`src/core/jcx_pkg.sv`:
```
// constants, types and opcodes for the jump, compare, control and bit I/O unit
package jcx_pkg;
  localparam logic [15:0] OPC_JMP_CARRY_SET = 16'h1800;
  localparam logic [15:0] OPC_JMP_CARRY_CLR = 16'h1700;
  localparam logic [15:0] OPC_JMP_NO_OVF    = 16'h1900;
  localparam logic [15:0] OPC_JMP_ODD_PAR   = 16'h1c00;
  localparam logic [15:0] OPC_EXECUTE       = 16'h0480;
  localparam logic [15:0] OPC_CMP_WORD      = 16'h8000;
  localparam logic [15:0] OPC_CMP_BYTE      = 16'h9000;
  localparam logic [15:0] OPC_CMP_IMM       = 16'h0280;
  localparam logic [15:0] OPC_CMP_ONES      = 16'h2000;
  localparam logic [15:0] OPC_CMP_ZEROS     = 16'h2400;
  localparam logic [15:0] OPC_SYS_RESET     = 16'h0360;
  localparam logic [15:0] OPC_IDLE          = 16'h0340;
  localparam logic [15:0] OPC_CLK_OFF       = 16'h03c0;
  localparam logic [15:0] OPC_CLK_ON        = 16'h03a0;
  localparam logic [15:0] OPC_LOAD_RESTART  = 16'h03e0;
  localparam logic [15:0] OPC_BIT_ONE       = 16'h1d00;
  localparam logic [15:0] OPC_BIT_ZERO      = 16'h1e00;
  localparam logic [15:0] OPC_BIT_TEST      = 16'h1f00;
  localparam logic [15:0] OPC_MULTI_OUT     = 16'h3000;
  localparam logic [15:0] OPC_MULTI_IN      = 16'h3400;
  localparam logic [15:0] OPC_LOAD_IMM      = 16'h0200;
  localparam logic [15:0] MASK_JMP          = 16'hff00;
  localparam logic [15:0] MASK_TWO_OPND     = 16'hf000;
  localparam logic [15:0] MASK_REG_OPND     = 16'hffe0;
  localparam logic [15:0] MASK_SRC_OPND     = 16'hffc0;
  localparam logic [15:0] MASK_CNT_OPND     = 16'hfc00;
  // status bit positions, bit 0 of the word is index 15
  localparam int STAT_LGT   = 15;
  localparam int STAT_AGT   = 14;
  localparam int STAT_EQ    = 13;
  localparam int STAT_CARRY = 12;
  localparam int STAT_OVF   = 11;
  localparam int STAT_PAR   = 10;
  localparam int STAT_PRIV  = 8;
  localparam int STAT_MAP   = 7;
  localparam int STAT_MASK_LSB = 0;
  localparam int CNT_LSB    = 6;
  localparam logic [15:0] STATUS_RESET   = 16'h0000;
  localparam logic [15:0] RESTART_VECTOR = 16'hfffc;
  localparam logic [11:0] PRIV_IO_LIMIT  = 12'he00;
  localparam logic [4:0]  BYTE_CNT_LIMIT = 5'd9;
  localparam logic [4:0]  FULL_CNT       = 5'd16;

  typedef enum logic [4:0] {
    OP_NONE, OP_JC_SET, OP_JC_CLR, OP_J_NOVF, OP_J_PAR, OP_EXEC,
    OP_CMPW, OP_CMPB, OP_CMPI, OP_CMP1, OP_CMP0, OP_RESET, OP_IDLE,
    OP_CKOFF, OP_LINE_CLOCK_ENABLE, OP_RESTART, OP_BIT1, OP_BIT0, OP_BITT,
    OP_MOUT, OP_MIN, OP_LDI
  } jcx_op_e;

  typedef struct packed {
    logic [15:0] instr;
    logic [15:0] pc_next;
    logic [15:0] src_addr;
    logic [15:0] src_data;
    logic [15:0] dst_data;
    logic [15:0] ws_data;
    logic [15:0] imm;
    logic [15:0] wr12;
  } jcx_req_s;

  typedef struct packed {
    logic [11:0] addr;
    logic        data;
    logic        we;
    logic        re;
  } jcx_bit_s;

  typedef struct packed {
    logic sys_reset;
    logic clk_off;
    logic clk_on;
    logic restart;
  } jcx_ext_s;
endpackage : jcx_pkg

```
`src/core/jcx_exec_unit.sv`:
```
// execution unit for jumps, compares, control ops and bit-serial I/O
module jcx_exec_unit
  import jcx_pkg::*;
(
  input  wire logic        clk,
  input  wire logic        reset_n,
  input  wire logic        variant_single_chip,
  input  wire logic        variant_mapped,
  input  wire logic        map_option_present,
  input  wire logic        req_valid,
  input  wire jcx_req_s    req,
  output logic             req_ready,
  input  wire logic        irq_pending,
  input  wire logic        status_load,
  input  wire logic [15:0] status_load_data,
  output logic [15:0]      status_word,
  output logic [15:0]      pc_out,
  output logic             pc_load,
  output logic             exec_fetch_req,
  output logic [15:0]      exec_fetch_addr,
  output logic             ctx_switch_req,
  output logic [15:0]      ctx_vector_addr,
  output logic             ws_write,
  output logic [15:0]      ws_write_data,
  output logic             mem_write,
  output logic [15:0]      mem_write_addr,
  output logic [15:0]      mem_write_data,
  output jcx_bit_s         bit_io,
  input  wire logic        bit_in,
  output logic             line_clock_on,
  output logic             io_reset,
  output logic             int_flush,
  output jcx_ext_s         ext_ctl,
  output logic             idle_active,
  output logic             error_int,
  output logic             done
);

  typedef enum logic [2:0] {
    S_READY, S_OUT, S_IN, S_IN_LAST, S_STORE, S_TEST, S_HALT
  } jcx_state_e;

  function automatic jcx_op_e op_decode(input logic [15:0] w);
    jcx_op_e o;
    o = OP_NONE;
    if ((w & MASK_JMP) == OPC_JMP_CARRY_SET) o = OP_JC_SET;
    else if ((w & MASK_JMP) == OPC_JMP_CARRY_CLR) o = OP_JC_CLR;
    else if ((w & MASK_JMP) == OPC_JMP_NO_OVF) o = OP_J_NOVF;
    else if ((w & MASK_JMP) == OPC_JMP_ODD_PAR) o = OP_J_PAR;
    else if ((w & MASK_JMP) == OPC_BIT_ONE) o = OP_BIT1;
    else if ((w & MASK_JMP) == OPC_BIT_ZERO) o = OP_BIT0;
    else if ((w & MASK_JMP) == OPC_BIT_TEST) o = OP_BITT;
    else if ((w & MASK_SRC_OPND) == OPC_EXECUTE) o = OP_EXEC;
    else if ((w & MASK_TWO_OPND) == OPC_CMP_WORD) o = OP_CMPW;
    else if ((w & MASK_TWO_OPND) == OPC_CMP_BYTE) o = OP_CMPB;
    else if ((w & MASK_REG_OPND) == OPC_CMP_IMM) o = OP_CMPI;
    else if ((w & MASK_REG_OPND) == OPC_LOAD_IMM) o = OP_LDI;
    else if ((w & MASK_CNT_OPND) == OPC_CMP_ONES) o = OP_CMP1;
    else if ((w & MASK_CNT_OPND) == OPC_CMP_ZEROS) o = OP_CMP0;
    else if ((w & MASK_CNT_OPND) == OPC_MULTI_OUT) o = OP_MOUT;
    else if ((w & MASK_CNT_OPND) == OPC_MULTI_IN) o = OP_MIN;
    else if ((w & MASK_REG_OPND) == OPC_SYS_RESET) o = OP_RESET;
    else if ((w & MASK_REG_OPND) == OPC_IDLE) o = OP_IDLE;
    else if ((w & MASK_REG_OPND) == OPC_CLK_OFF) o = OP_CKOFF;
    else if ((w & MASK_REG_OPND) == OPC_CLK_ON) o = OP_LINE_CLOCK_ENABLE;
    else if ((w & MASK_REG_OPND) == OPC_LOAD_RESTART) o = OP_RESTART;
    return o;
  endfunction : op_decode

  // logical greater, arithmetic greater, equal
  function automatic logic [2:0] cmp_flags(input logic [15:0] a,
                                           input logic [15:0] b);
    return {a > b, $signed(a) > $signed(b), a == b};
  endfunction : cmp_flags

  jcx_state_e  state_reg;
  jcx_state_e  state_next;
  logic [15:0] status_reg;
  logic [15:0] status_next;
  logic [15:0] shift_reg;
  logic [4:0]  idx_reg;
  logic [4:0]  nbits_reg;
  logic [11:0] base_reg;
  logic [15:0] dest_reg;
  logic        idle_ext_reg;

  jcx_op_e     op;
  logic        accept;
  logic        priv_trap;
  logic        ctl_op;
  logic        bit_op;
  logic        trap;
  logic        internal;
  logic [15:0] disp;
  logic [15:0] jmp_target;
  logic        jmp_taken;
  logic        is_jump;
  logic [11:0] io_addr;
  logic [4:0]  nbits;
  logic [15:0] mout_val;
  logic [15:0] min_res;
  logic [15:0] min_word;
  logic        last_bit;

  assign op        = op_decode(req.instr);
  assign req_ready = (state_reg == S_READY);
  assign accept    = req_valid && req_ready;
  assign priv_trap = variant_mapped && status_reg[STAT_PRIV];
  assign ctl_op    = (op == OP_RESET) || (op == OP_IDLE) || (op == OP_CKOFF)
                     || (op == OP_LINE_CLOCK_ENABLE) || (op == OP_RESTART);
  assign bit_op    = (op == OP_BIT1) || (op == OP_BIT0) || (op == OP_BITT)
                     || (op == OP_MOUT) || (op == OP_MIN);
  assign internal  = !variant_single_chip;
  assign disp = {{8{req.instr[7]}}, req.instr[7:0]};
  // word displacement doubled onto advanced counter
  assign jmp_target = req.pc_next + {disp[14:0], 1'b0};
  // bit address from register 12 plus displacement, register 12 alone for multi-bit out and in
  assign io_addr = (op == OP_MOUT || op == OP_MIN) ? req.wr12[12:1]
                   : req.wr12[12:1] + disp[11:0];
  // privileged bit I/O at or above the limit traps
  assign trap = priv_trap && (ctl_op || (bit_op && io_addr >= PRIV_IO_LIMIT));
  assign nbits = (req.instr[CNT_LSB+:4] == 4'h0) ? FULL_CNT
                 : {1'b0, req.instr[CNT_LSB+:4]};
  assign mout_val = (nbits < BYTE_CNT_LIMIT) ? {8'h00, req.src_data[15:8]}
                    : req.src_data;
  assign min_res  = shift_reg >> (FULL_CNT - nbits_reg);
  assign min_word = (nbits_reg < BYTE_CNT_LIMIT) ? {min_res[7:0], 8'h00}
                    : min_res;
  assign last_bit = (idx_reg == nbits_reg - 5'd1);
  assign is_jump  = (op == OP_JC_SET) || (op == OP_JC_CLR)
                    || (op == OP_J_NOVF) || (op == OP_J_PAR);

  always_comb begin
    unique case (op)
      OP_JC_SET: jmp_taken = status_reg[STAT_CARRY];
      OP_JC_CLR: jmp_taken = !status_reg[STAT_CARRY];
      OP_J_NOVF: jmp_taken = !status_reg[STAT_OVF];
      OP_J_PAR:  jmp_taken = status_reg[STAT_PAR];
      default:   jmp_taken = 1'b0;
    endcase
  end

  always_comb begin
    status_next = status_reg;
    unique case (op)
      OP_CMPW: status_next[STAT_LGT-:3] = cmp_flags(req.src_data, req.dst_data);
      OP_CMPI: status_next[STAT_LGT-:3] = cmp_flags(req.ws_data, req.imm);
      OP_CMPB: begin
        status_next[STAT_LGT-:3] = cmp_flags({req.src_data[15:8], 8'h00},
                                             {req.dst_data[15:8], 8'h00});
        status_next[STAT_PAR] = ^req.src_data[15:8];
      end
      OP_CMP1: status_next[STAT_EQ] = ((req.ws_data & req.src_data) == req.src_data);
      OP_CMP0: status_next[STAT_EQ] = ((req.ws_data & req.src_data) == 16'h0000);
      OP_LDI: status_next[STAT_LGT-:3] = cmp_flags(req.imm, 16'h0000);
      OP_MOUT: begin
        status_next[STAT_LGT-:3] = (nbits < BYTE_CNT_LIMIT)
          ? cmp_flags({mout_val[7:0], 8'h00}, 16'h0000)
          : cmp_flags(mout_val, 16'h0000);
        if (nbits < BYTE_CNT_LIMIT) status_next[STAT_PAR] = ^mout_val[7:0];
      end
      // reset clears mask when done internally
      OP_RESET: if (internal) status_next[STAT_MASK_LSB+:4] = 4'h0;
      OP_RESTART: if (internal) begin
        status_next[STAT_MASK_LSB+:4] = 4'h0;
        if (map_option_present) status_next[STAT_MAP] = 1'b0;
      end
      default: status_next = status_reg;
    endcase
  end

  always_comb begin
    state_next = state_reg;
    unique case (state_reg)
      S_READY: if (accept && !trap) begin
        if (op == OP_MOUT) state_next = S_OUT;
        else if (op == OP_MIN) state_next = S_IN;
        else if (op == OP_BITT) state_next = S_TEST;
        else if (op == OP_IDLE) state_next = S_HALT;
      end
      S_OUT: if (last_bit) state_next = S_READY;
      S_IN: if (last_bit) state_next = S_IN_LAST;
      S_IN_LAST: state_next = S_STORE;
      S_STORE: state_next = S_READY;
      S_TEST: state_next = S_READY;
      S_HALT: if (irq_pending) state_next = S_READY;
    endcase
  end

  always_ff @(posedge clk) begin
    if (!reset_n) state_reg <= S_READY;
    else state_reg <= state_next;
  end

  always_ff @(posedge clk) begin
    if (!reset_n) status_reg <= STATUS_RESET;
    else if (accept && !trap) status_reg <= status_next;
    else if (state_reg == S_TEST) status_reg[STAT_EQ] <= bit_in;
    else if (state_reg == S_STORE) begin
      status_reg[STAT_LGT-:3] <= cmp_flags(min_word, 16'h0000);
      if (nbits_reg < BYTE_CNT_LIMIT) status_reg[STAT_PAR] <= ^min_res[7:0];
    end
    else if (status_load) status_reg <= status_load_data;
  end
  assign status_word = status_reg;

  always_ff @(posedge clk) begin
    if (!reset_n) begin
      pc_out  <= 16'h0000;
      pc_load <= 1'b0;
    end else begin
      pc_load <= accept && is_jump;
      if (accept && is_jump) pc_out <= jmp_taken ? jmp_target : req.pc_next;
    end
  end

  // multi-bit shift state
  always_ff @(posedge clk) begin
    if (!reset_n) begin
      shift_reg <= 16'h0000;
      idx_reg   <= 5'd0;
      nbits_reg <= 5'd0;
      base_reg  <= 12'h000;
      dest_reg  <= 16'h0000;
    end else if (accept) begin
      shift_reg <= mout_val;
      idx_reg   <= 5'd0;
      nbits_reg <= nbits;
      base_reg  <= io_addr;
      dest_reg  <= req.src_addr;
    end else if (state_reg == S_OUT || state_reg == S_IN) begin
      idx_reg <= idx_reg + 5'd1;
      if (state_reg == S_OUT) shift_reg <= {1'b0, shift_reg[15:1]};
    end else if (bit_io.re && state_reg == S_IN_LAST) begin
      shift_reg <= {bit_in, shift_reg[15:1]};
    end
    if (reset_n && bit_io.re && state_reg == S_IN) begin
      shift_reg <= {bit_in, shift_reg[15:1]};
    end
  end

  always_ff @(posedge clk) begin
    if (!reset_n) begin
      bit_io <= '0;
    end else begin
      bit_io.we <= 1'b0;
      bit_io.re <= 1'b0;
      if (accept && !trap && (op == OP_BIT1 || op == OP_BIT0)) begin
        bit_io.we   <= 1'b1;
        bit_io.addr <= io_addr;
        bit_io.data <= (op == OP_BIT1);
      end else if (accept && !trap && op == OP_BITT) begin
        bit_io.re   <= 1'b1;
        bit_io.addr <= io_addr;
      end else if (state_reg == S_OUT) begin
        bit_io.we   <= 1'b1;
        bit_io.addr <= base_reg + {7'd0, idx_reg};
        bit_io.data <= shift_reg[0];
      end else if (state_reg == S_IN) begin
        bit_io.re   <= 1'b1;
        bit_io.addr <= base_reg + {7'd0, idx_reg};
      end
    end
  end

  always_ff @(posedge clk) begin
    if (!reset_n) begin
      mem_write      <= 1'b0;
      mem_write_addr <= 16'h0000;
      mem_write_data <= 16'h0000;
      ws_write       <= 1'b0;
      ws_write_data  <= 16'h0000;
    end else begin
      mem_write <= (state_reg == S_STORE);
      if (state_reg == S_STORE) begin
        mem_write_addr <= dest_reg;
        mem_write_data <= min_word;
      end
      ws_write <= accept && (op == OP_LDI);
      if (accept && op == OP_LDI) ws_write_data <= req.imm;
    end
  end

  always_ff @(posedge clk) begin
    if (!reset_n) begin
      exec_fetch_req  <= 1'b0;
      exec_fetch_addr <= 16'h0000;
      ctx_switch_req  <= 1'b0;
      ctx_vector_addr <= 16'h0000;
    end else begin
      exec_fetch_req <= accept && (op == OP_EXEC);
      if (accept && op == OP_EXEC) exec_fetch_addr <= req.src_addr;
      ctx_switch_req <= accept && !trap && internal && (op == OP_RESTART);
      if (accept && op == OP_RESTART) ctx_vector_addr <= RESTART_VECTOR;
    end
  end

  always_ff @(posedge clk) begin
    if (!reset_n) begin
      line_clock_on <= 1'b0;
      io_reset      <= 1'b0;
      int_flush     <= 1'b0;
    end else begin
      io_reset  <= accept && !trap && internal && (op == OP_RESET);
      int_flush <= accept && !trap && internal && (op == OP_RESET);
      if (accept && !trap && internal) begin
        if (op == OP_CKOFF || op == OP_RESET) line_clock_on <= 1'b0;
        else if (op == OP_LINE_CLOCK_ENABLE) line_clock_on <= 1'b1;
      end
    end
  end

  always_ff @(posedge clk) begin
    if (!reset_n) begin
      ext_ctl      <= '0;
      idle_ext_reg <= 1'b0;
    end else begin
      ext_ctl.sys_reset <= accept && !trap && !internal && (op == OP_RESET);
      ext_ctl.clk_off   <= accept && !trap && !internal && (op == OP_CKOFF);
      ext_ctl.clk_on    <= accept && !trap && !internal && (op == OP_LINE_CLOCK_ENABLE);
      ext_ctl.restart   <= accept && !trap && !internal && (op == OP_RESTART);
      if (accept && !trap && op == OP_IDLE) idle_ext_reg <= variant_single_chip;
      else if (state_reg == S_HALT && irq_pending) idle_ext_reg <= 1'b0;
    end
  end
  assign idle_active = idle_ext_reg;

  always_ff @(posedge clk) begin
    if (!reset_n) begin
      error_int <= 1'b0;
      done      <= 1'b0;
    end else begin
      error_int <= accept && trap;
      done <= (accept && (trap || state_next == S_READY))
              || (state_reg == S_OUT && last_bit)
              || state_reg == S_STORE || state_reg == S_TEST
              || (state_reg == S_HALT && irq_pending);
    end
  end

endmodule : jcx_exec_unit

```
`config.mk`:
```
export PLATFORM = sky130hd
export DESIGN_NAME = jcx_exec_unit
export DESIGN_NICKNAME = d
export VERILOG_FILES = /design/src/core/jcx_pkg.sv /design/src/core/jcx_exec_unit.sv
export SDC_FILE = /design/constraint.sdc
export NUM_CORES = 1
export LEC_CHECK = 0
export BUFFER_PORTS_ARGS = -buffer_cell sky130_fd_sc_hd__buf_2
export CAP_MARGIN = 20
export CORE_MARGIN = 5
export CORE_UTILIZATION = 32
export DETAILED_ROUTE_END_ITERATION = 12
export GPL_ROUTABILITY_DRIVEN = 0
export HOLD_SLACK_MARGIN = 0.03
export PLACE_DENSITY = 0.64
export SETUP_SLACK_MARGIN = 0.1
export SYNTH_ARGS = -nofsm -noshare
export SYNTH_HDL_FRONTEND = slang
export SYNTH_SLANG_ARGS = --single-unit
```
`constraint.sdc`:
```
create_clock -name clk -period 4.48 [get_ports clk]
set_input_delay 0.896 -clock clk [delete_from_list [all_inputs] [get_ports clk]]
set_output_delay 0.896 -clock clk [all_outputs]
set_load 0.1 [all_outputs]
```
### Word-level counts from Yosys, hierarchy flattened

Index checks and enable logic that the tools add are counted.

| storage, ports and cells | value |
|---|---|
| register bits after elaboration | 183 |
| input port bits | 153 |
| output and inout bits | 143 |
| logic and storage cells | 289 |

| operators by class | value |
|---|---|
| add/subtract/negate cells | 6 |
| $lt $le $gt $ge | 17 |
| eq/ne operators | 67 |
| shift-type cells | 1 |
| muxes and demuxes | 75 |
| bitwise gates (word level) | 5 |
| reductions and logical operators | 82 |

Operators by type and width:

| kind | count |
|---|---|
| $mux W16 | 11 |
| $gt A16 B1 Y1 const B | 8 |
| $gt A16 B16 Y1 | 6 |
| $mux W5 | 17 |
| $eq A11 B5 Y1 const B | 7 |
| $logic_not A16 Y1 | 4 |
| $eq A8 B5 Y1 const B | 7 |
| $eq A16 B16 Y1 | 3 |
| $mux W12 | 4 |
| $eq A5 B4 Y1 const B | 8 |
| $eq A5 B5 Y1 const B | 6 |
| $mux W3 | 10 |
| $mux W4 | 7 |
| $logic_and A1 B1 Y1 | 27 |
| $eq A6 B4 Y1 const B | 4 |
| $reduce_xor A8 Y1 | 3 |
| $eq A5 B3 Y1 const B | 4 |
| $logic_or A1 B1 Y1 | 20 |
| $pmux W3 S6 | 1 |
| $add A16 B16 Y16 | 1 |
| $and A16 B16 Y16 | 1 |
| $shr A16 B5 Y16 | 1 |
| $mux W1 | 14 |
| $mux W14 | 1 |
| 45 further kinds | 78 |

### Depth between registers and ports, before layout

Gate-level depths: netlist of the first run.

| depth | value |
|---|---|
| depth in word-level cells | 41 |
| mapped depth | 17 |
| gate-level depth less buffers | 13 |

### Worst setup path before layout of the first run

No wires, ideal clock.

| path | value |
|---|---|
| path kind | register -> register |
| start point | register state_reg[0] |
| end point | register exec_fetch_addr[10] |
| data arrival time | 4.298 ns |
| setup slack | 0.055 ns |
| stages on the path, launching flop included | 9 |
| clock period less this slack | 4.425 ns |
| cells stage by stage | dfxtp_1 > nor3_1 > nand2_1 > or3_1 > or2_1 > buf_4 > buf_6 > mux2i_1 > nor2_1 |

| between the ends | value |
|---|---|
| longest elaborated chain between the ends | 3 |

Ends and longest elaborated chain:

| item | line | RTL |
|---|---|---|
| start, declared | jcx_exec_unit.sv:76 | `jcx_state_e state_reg;` |
| start signal, assigned | jcx_exec_unit.sv:192 | `else state_reg <= state_next;` |
| $logic_not A3 Y1 | jcx_exec_unit.sv:106 | `assign req_ready = (state_reg == S_READY);` |
| via req_ready | jcx_exec_unit.sv:12 | `output logic req_ready,` |
| $logic_and A1 B1 Y1 | jcx_exec_unit.sv:107 | `assign accept = req_valid && req_ready;` |
| $logic_and A1 B1 Y1 | jcx_exec_unit.sv:292 | `if (accept && op == OP_EXEC) exec_fetch_addr <= req.src_addr;` |
| end signal, assigned | jcx_exec_unit.sv:292 |  |
| end, declared | jcx_exec_unit.sv:20 | `output logic [15:0] exec_fetch_addr,` |

The timed path passes the listed nets, and every way through them passes these cells.
A chain may end at the register's enable or synchronous reset.

### Final worst setup path of the first run

| path | value |
|---|---|
| start point | register nbits_reg[0] |
| end point | register status_reg[15] (netlist: status_word[15]) |

| between the ends | value |
|---|---|
| longest elaborated chain between the ends | 7 |
| elaborated cells between the ends (all ways) | 8 |
| those cells by class | add/sub (1); order compare (2); shift (1); mux (4) |

Ends and longest elaborated chain:

| item | line | RTL |
|---|---|---|
| start, declared | jcx_exec_unit.sv:82 | `logic [4:0] nbits_reg;` |
| start signal, assigned | jcx_exec_unit.sv:228 | `nbits_reg <= nbits;` |
| $sub A5 B5 Y5 | jcx_exec_unit.sv:126 | `assign min_res = shift_reg >> (FULL_CNT - nbits_reg);` |
| $shr A16 B5 Y16 | jcx_exec_unit.sv:126 |  |
| $mux W16 (*) | jcx_exec_unit.sv:127 | `assign min_word = (nbits_reg < BYTE_CNT_LIMIT) ? {min_res[7:0], 8'h00}` |
| $gt A16 B1 Y1 (*) | jcx_exec_unit.sv:73 | `return {a > b, $signed(a) > $signed(b), a == b};` |
| $mux W3 (*) | jcx_exec_unit.sv:199 | `else if (state_reg == S_STORE) begin` |
| $mux W2 (*) | jcx_exec_unit.sv:198 | `else if (state_reg == S_TEST) status_reg[STAT_EQ] <= bit_in;` |
| $mux W16 (*) | jcx_exec_unit.sv:197 | `else if (accept && !trap) status_reg <= status_next;` |
| end signal, assigned | jcx_exec_unit.sv:197 |  |
| end signal, assigned by index | jcx_exec_unit.sv:198 |  |
| end signal, assigned by index | jcx_exec_unit.sv:200 | `status_reg[STAT_LGT-:3] <= cmp_flags(min_word, 16'h0000);` |
| end, declared | jcx_exec_unit.sv:78 | `logic [15:0] status_reg;` |

Mark *: on every way between the ends. The rest lies on a longest branch, timed or not. The select of a mux whose other input is x is not followed.

==> results.tsv, run 1 <==
metric	value	unit
critical-path cell list	inv_1 -> ha_1 -> mux4_2 -> nor2_1 -> a2111oi_0 -> a2bb2oi_1 -> o21ai_1 -> nor4_1 -> nand2_1 -> o211ai_1 -> o22a_1 -> a211oi_1	
H-tree levels	4	
Clock Latency Late Sink	0.46	ns
Max Cap Viol	0	
worst reg2reg path depth	12	
Worst setup EP type	flop	
clock skew	0.00990	ns
Cells after Synth	1476	
drt total wl	41.0	mm
Post-CTS Setup Bufs	0	
minimum period implied by the final worst setup slack	4.00	ns
type of origin of the critical path	flop	
met2 usage	0.303	
number of remaining DRC errors	0	
fin worst setup slack	0.485	ns
Final Max Slew Viols	0	
dominant synthesized flop cell	dfxtp_1	
vias in the first global route	11400	
multi-input logic area	7410	um2
global-route wire length before repair	63.1	mm
fillcell total	3856	
area growth from synthesis to layout	19.7	%
worst reg2reg endpoint	status_word[15]	
family with the most delay on the worst path	compound AO/OA/AOI/OAI gates	
GRT met1 Usage	0.237	
Pwr per Cell Area	315	nW/um2
Via density	5.33	
WP data required	4.84	ns
CTS tree	yes	
Post-CTS Hold Buffers	0	
setup TNS	0	ns
sequential share of the synthesized area	0.318	
final setup fails	0	
Post-CTS Resized	0	
die span in y	204	um
status	finished, final reports clean	
share of layout cells above drive strength 1	0.223	
Max Freq	250	MHz
CP Class	reg2reg	
hold crit path type	reg2reg	
clk slew on worst S/H paths	0.08	ns
grt ovf	0	
largest net degree at the start of global routing	77	
Final period util	0.892	
initial drt markers	1053	
num ports	296	
starting density of the core	0.322	
Worst-Margin Slew	0.967	ns
Post-synth EDFFs	16	
Max clock buf depth	2	
routed vias	12000	
Hold Crit Endpoint	mem_write_addr[12]	
initial antenna violation count	11	
CTS Buf Count	17	
Hold Path Origin	dest_reg[12]	
CP max FO	19	
ys async rst share	0	
die area	41600	um2
max_slew headroom	0.353	
final hold vios	0	
M3 GR Usage	0.0566	
layout net count	1938	
Distinct cells, synth	93	
FF+latch area	3820	um2
Row Count	71	
leakage power	0.00653	uW
antenna viol nets, final	0	
CORE AREA	37400	um2
Die X	204	um
routed len/inst	18.3	um
Tot GR Track Use	0.190	
hpwl dp	31.7	mm
DP Worst Slack	0.345	ns
synthesized area	12000	um2
TritonCTS Sinks	183	
DRT Pass-1 Iters	6	
Post-Syn Area per Cell	8.15	um2
Worst VDD drop	0.253	mV
#FFs+latches synth	183	
critical path depth in cells	12	
Port Buffers	289	
register-to-register setup slack	0.48	ns
WHS Path Cells	2	
YS warnings	0	
RSZ-0062 raised after global routing	false	
busiest grt layer	met2	
Buf+Inv Stages, Crit Path	1	
CP max stage cell	a2111oi_0	
worst reg2reg path startpoint	nbits_reg[0]	
root buf cell	clkbuf_16	
Worst path max stage delay	0.81	ns
Arr. time, crit path	4.36	ns
kinds of logic after synthesis:
group,Yosys count,synth area share
simple gates,516,0.201
compound gates,402,0.214
flops,183,0.318
buf+inv,173,0.0678
mux,74,0.0797
fa+ha+maj,72,0.0768
xor+xnor,55,0.0424
other cells,1,0.000312
synth_stat cells (5+ instances only):
cell type / n / area [um2]
a211oi_1: 31 / 233
a21o_1: 19 / 143
a21oi_1: 155 / 776
a22oi_1: 8 / 60.1
a2bb2oi_1: 6 / 52.6
a32o_1: 5 / 50.1
and2_1: 6 / 37.5
and3_1: 8 / 50.1
buf_2: 14 / 70.1
buf_4: 24 / 180
buf_6: 5 / 56.3
clkbuf_1: 51 / 191
dfxtp_1: 167 / 3340
edfxtp_1: 16 / 480
ha_1: 69 / 863
inv_1: 71 / 267
mux2i_1: 59 / 591
mux4_1: 8 / 210
mux4_2: 7 / 158
nand2_1: 166 / 623
nand2b_1: 19 / 119
nand3_1: 43 / 215
nand3b_1: 5 / 37.5
nand4_1: 20 / 125
nor2_1: 141 / 529
nor2b_1: 22 / 138
nor3_1: 38 / 190
nor4_1: 16 / 100
o211ai_1: 14 / 105
o21a_1: 13 / 97.6
o21ai_0: 64 / 320
o21ai_1: 6 / 30.0
o21bai_1: 6 / 45.0
o221ai_1: 5 / 43.8
o22ai_1: 10 / 62.6
or2_2: 6 / 37.5
or3_1: 9 / 56.3
xnor2_1: 33 / 289
xor2_1: 19 / 166
final cells by class:
| cell class | count | share of cell area |
|---|---|---|
| diodes | 5 | 0.000869 |
| clock buffers | 18 | 0.0298 |
| clock inverters | 14 | 0.00930 |
| inverters | 73 | 0.0192 |
| multi-input cells | 1121 | 0.514 |
| flip-flops and latches | 183 | 0.266 |
| well taps | 511 | 0.0444 |
| repair buffers | 317 | 0.116 |
tightest hold or removal path, cell delays in order, from the launching register on:
cell and delay [ns]:
dfxtp_1 0.31, nand2_1 0.05, a21oi_1 0.05
per-stage QoR:
step | hold slack [ns] | instances | power, uW | instance area (um2) | utilization
floorplan | 0.432 | 1477 | 2700 | 12000 | -
finish | 0.445 | 2242 | 4540 | 14400 | 0.385
global route | 0.476 | 2242 | 4770 | 14400 | 0.385
CTS | 0.449 | 2236 | 4560 | 14400 | 0.384
global placement | 0.435 | 2203 | 3020 | 13800 | 0.369
detailed placement | 0.443 | 2204 | 3050 | 13800 | 0.369
cell usage in the layout (no fill, tap or decap), types with 9 or more instances in the layout:
cell type,instances
nor4_1,16
xor2_1,19
edfxtp_1,16
a211oi_1,31
nand3_1,43
or3_1,9
a21o_1,19
o21ai_0,63
xnor2_1,33
a21oi_1,155
inv_1,71
nand2b_1,19
mux2i_1,59
o22ai_1,10
nand2_1,166
dfxtp_1,167
clkbuf_16,17
buf_2,289
o21a_1,13
nor2_1,139
nand4_1,20
buf_4,26
o211ai_1,14
nor2b_1,22
ha_1,69
nor3_1,37
where the power goes:
| group | leakage (uW) | internal, uW | switching, uW |
|---|---|---|---|
| Sequential | 0.00153 | 1710 | 59.2 |
| Combinational | 0.00473 | 460 | 801 |
| Clock | 0.000272 | 737 | 771 |
| Total | 0.00653 | 2910 | 1630 |
routing by layer:
layer	vias to the layer above	part of all wire	wire, um
met2	480	0.46	19000
met5	-	0.00068	28
li1	5780	-	-
met1	5598	0.42	17200
met4	6	0.032	1310
met3	86	0.086	3530
how the worst max path moves through the flow:
stage                            start              end  slack, ns
after global placement          req[2]        bit_io[2]       0.46
after floorplan               req[119]  status_word[14]       0.78
after CTS                 nbits_reg[0]  status_word[14]       0.61
after detailed placement        req[2]        bit_io[2]       0.34
final                     nbits_reg[0]  status_word[15]       0.48
after global routing      nbits_reg[0]  status_word[15]       0.33
Note: power is estimated with default switching activity, not from simulation.
==> run 2, diff against run 1 <==
--- a/config.mk
+++ b/config.mk
@@ -13,6 +13,7 @@
 export GPL_ROUTABILITY_DRIVEN = 0
 export HOLD_SLACK_MARGIN = 0.03
 export PLACE_DENSITY = 0.64
+export RECOVER_POWER = 25
 export SETUP_SLACK_MARGIN = 0.1
 export SYNTH_ARGS = -nofsm -noshare
 export SYNTH_HDL_FRONTEND = slang
==> run 2 against run 1 <==
Against the previous run:
- the run now ends with capacitance limit, slew limit left
- first-iteration DRC count shrank 9.3%
- fmax shrank 0.99%
- worst setup slack worse by 0.040 ns
- largest cell class unchanged
- core utilization shrank 0.20 points
- highest routed layer unchanged
- die area unchanged
- design area is 0.53% lower
- flip-flop and latch count unchanged
==> results.tsv, run 2 (synthesis results as in run 1) <==
metric	value	unit
Final period util	0.901	
TritonCTS Sinks	183	
Max Cap Viol	2	
CP max FO	19	
grt ovf	0	
final hold vios	0	
failing checks	capacitance limit, slew limit	
CTS Buf Count	17	
combinational cell fraction of total power	0.277	
starting density of the core	0.322	
Tot GR Track Use	0.190	
cell internal pwr	2910	uW
Hold Crit Endpoint	mem_write_addr[12]	
Die X	204	um
minimum period implied by the final worst setup slack	4.04	ns
Hold Path Origin	dest_reg[12]	
fillcell total	3877	
area growth from synthesis to layout	19.1	%
root buf cell	clkbuf_16	
WP data required	4.81	ns
number of remaining DRC errors	0	
Worst setup EP type	flop	
leakage power	0.00634	uW
register-to-register setup slack	0.44	ns
placed cells	2204	
routed len/inst	18.2	um
H-tree levels	4	
CP Class	reg2reg	
hpwl dp	31.7	mm
layout net count	1938	
NetSw	1630	uW
clk slew on worst S/H paths	0.08	ns
Final Max Slew Viols	103	
initial antenna violation count	11	
type of origin of the critical path	flop	
most frequent cells in the layout	248 x buf_2, 167 x dfxtp_1, 166 x nand2_1, 155 x a21oi_1, 139 x nor2_1	
Arr. time, crit path	4.37	ns
fin worst setup slack	0.444	ns
status	complete, but fails checks	
Row Count	71	
setup TNS	0	ns
Overall Power	4540	uW
Via density	5.32	
antenna viol nets, final	0	
Post-CTS Hold Buffers	0	
Port Buffers	289	
sequential share of power	0.390	
vias in the first global route	11400	
die area	41600	um2
Worst-Margin Slew	2.56	ns
worst reg2reg path startpoint	nbits_reg[0]	
routed vias	11900	
initial drt markers	955	
worst reg2reg endpoint	status_word[15]	
largest net degree at the start of global routing	77	
final setup fails	0	
Clk pwr share	0.333	
num ports	296	
worst reg2reg path depth	12	
RSZ-0062 raised after global routing	false	
die span in y	204	um
Post-CTS Setup Bufs	0	
share of layout cells above drive strength 1	0.197	
Max Freq	248	MHz
WHS Path Cells	2	
Pwr per Cell Area	317	nW/um2
commonest non-fill, non-tap cell in the layout	buf_2	
max_slew headroom	-0.712	
DRT Pass-1 Iters	6	
Post-CTS Resized	0	
DP Worst Slack	0.345	ns
Placed Area	13800	um2
Net Sw Frac	0.359	
CTS tree	yes	
Worst VDD drop	0.252	mV
clock skew	0.00912	ns
CORE AREA	37400	um2
fin area	14300	um2
Max clock buf depth	2	
Clock Latency Late Sink	0.46	ns
hold crit path type	reg2reg	
final cell count without fillers	2243	
drt total wl	40.9	mm
global-route wire length before repair	63.1	mm
==> run 2: power groups by stage <==
stage               sequential [uW]  combinational, uW  clock, uW
CTS                            1770               1250       1540
global placement               1800               1220          0
detailed placement             1810               1240          0
global route                   1780               1360       1630
floorplan                      1920                786          0
finish                         1770               1260       1510
==> run 2: how the worst max path moves through the flow <==
stage                            start            endpoint  slack, ns  cells after the start
after CTS                 nbits_reg[0]     status_word[14]       0.61                     11
after global placement          req[2]           bit_io[2]       0.46                     12
final                     nbits_reg[0]     status_word[15]       0.44                     12
after global routing           reset_n  mem_write_addr[15]       0.23                      4
after floorplan               req[119]     status_word[14]       0.78                     15
after detailed placement        req[2]           bit_io[2]       0.34                     12
==> run 2: stage by stage <==
step	hold slack [ns]	utilization
2_1_floorplan	0.432	-
3_3_place_gp	0.435	0.369
3_5_place_dp	0.443	0.369
4_1_cts	0.449	0.384
5_1_grt	0.476	0.383
6_report	0.446	0.383
==> run 2: layout make-up <==
class,instances,area [um2],share of cell area
clock inverters,14,134,0.00935
inverters,73,274,0.0191
diodes,6,15.0,0.00105
flip-flops and latches,183,3820,0.267
clock buffers,18,429,0.0300
multi-input cells,1121,7400,0.517
repair buffers,317,1610,0.112
well taps,511,639,0.0446
==> run 2: worst max-delay path, stage by stage (launching register included) <==
cell and delay, ns:
dfxtp_1 0.42, inv_1 0.07, ha_1 0.76, mux4_2 0.39
nor2_1 0.05, a2111oi_0 0.82, a2bb2oi_1 0.29, o21ai_1 0.26
nor4_1 0.10, nand2_1 0.16, o211ai_1 0.13, o22a_1 0.25
a211oi_1 0.21
==> run 2: metal layers <==
layer  vias to the layer above  track usage  routed length, um
li1                       5785            -                  -
met1                      5576        0.237              17000
met2                       479        0.303              18800
met3                        95       0.0566               3640
met4                         6       0.0838               1400
met5                         -            0                 28
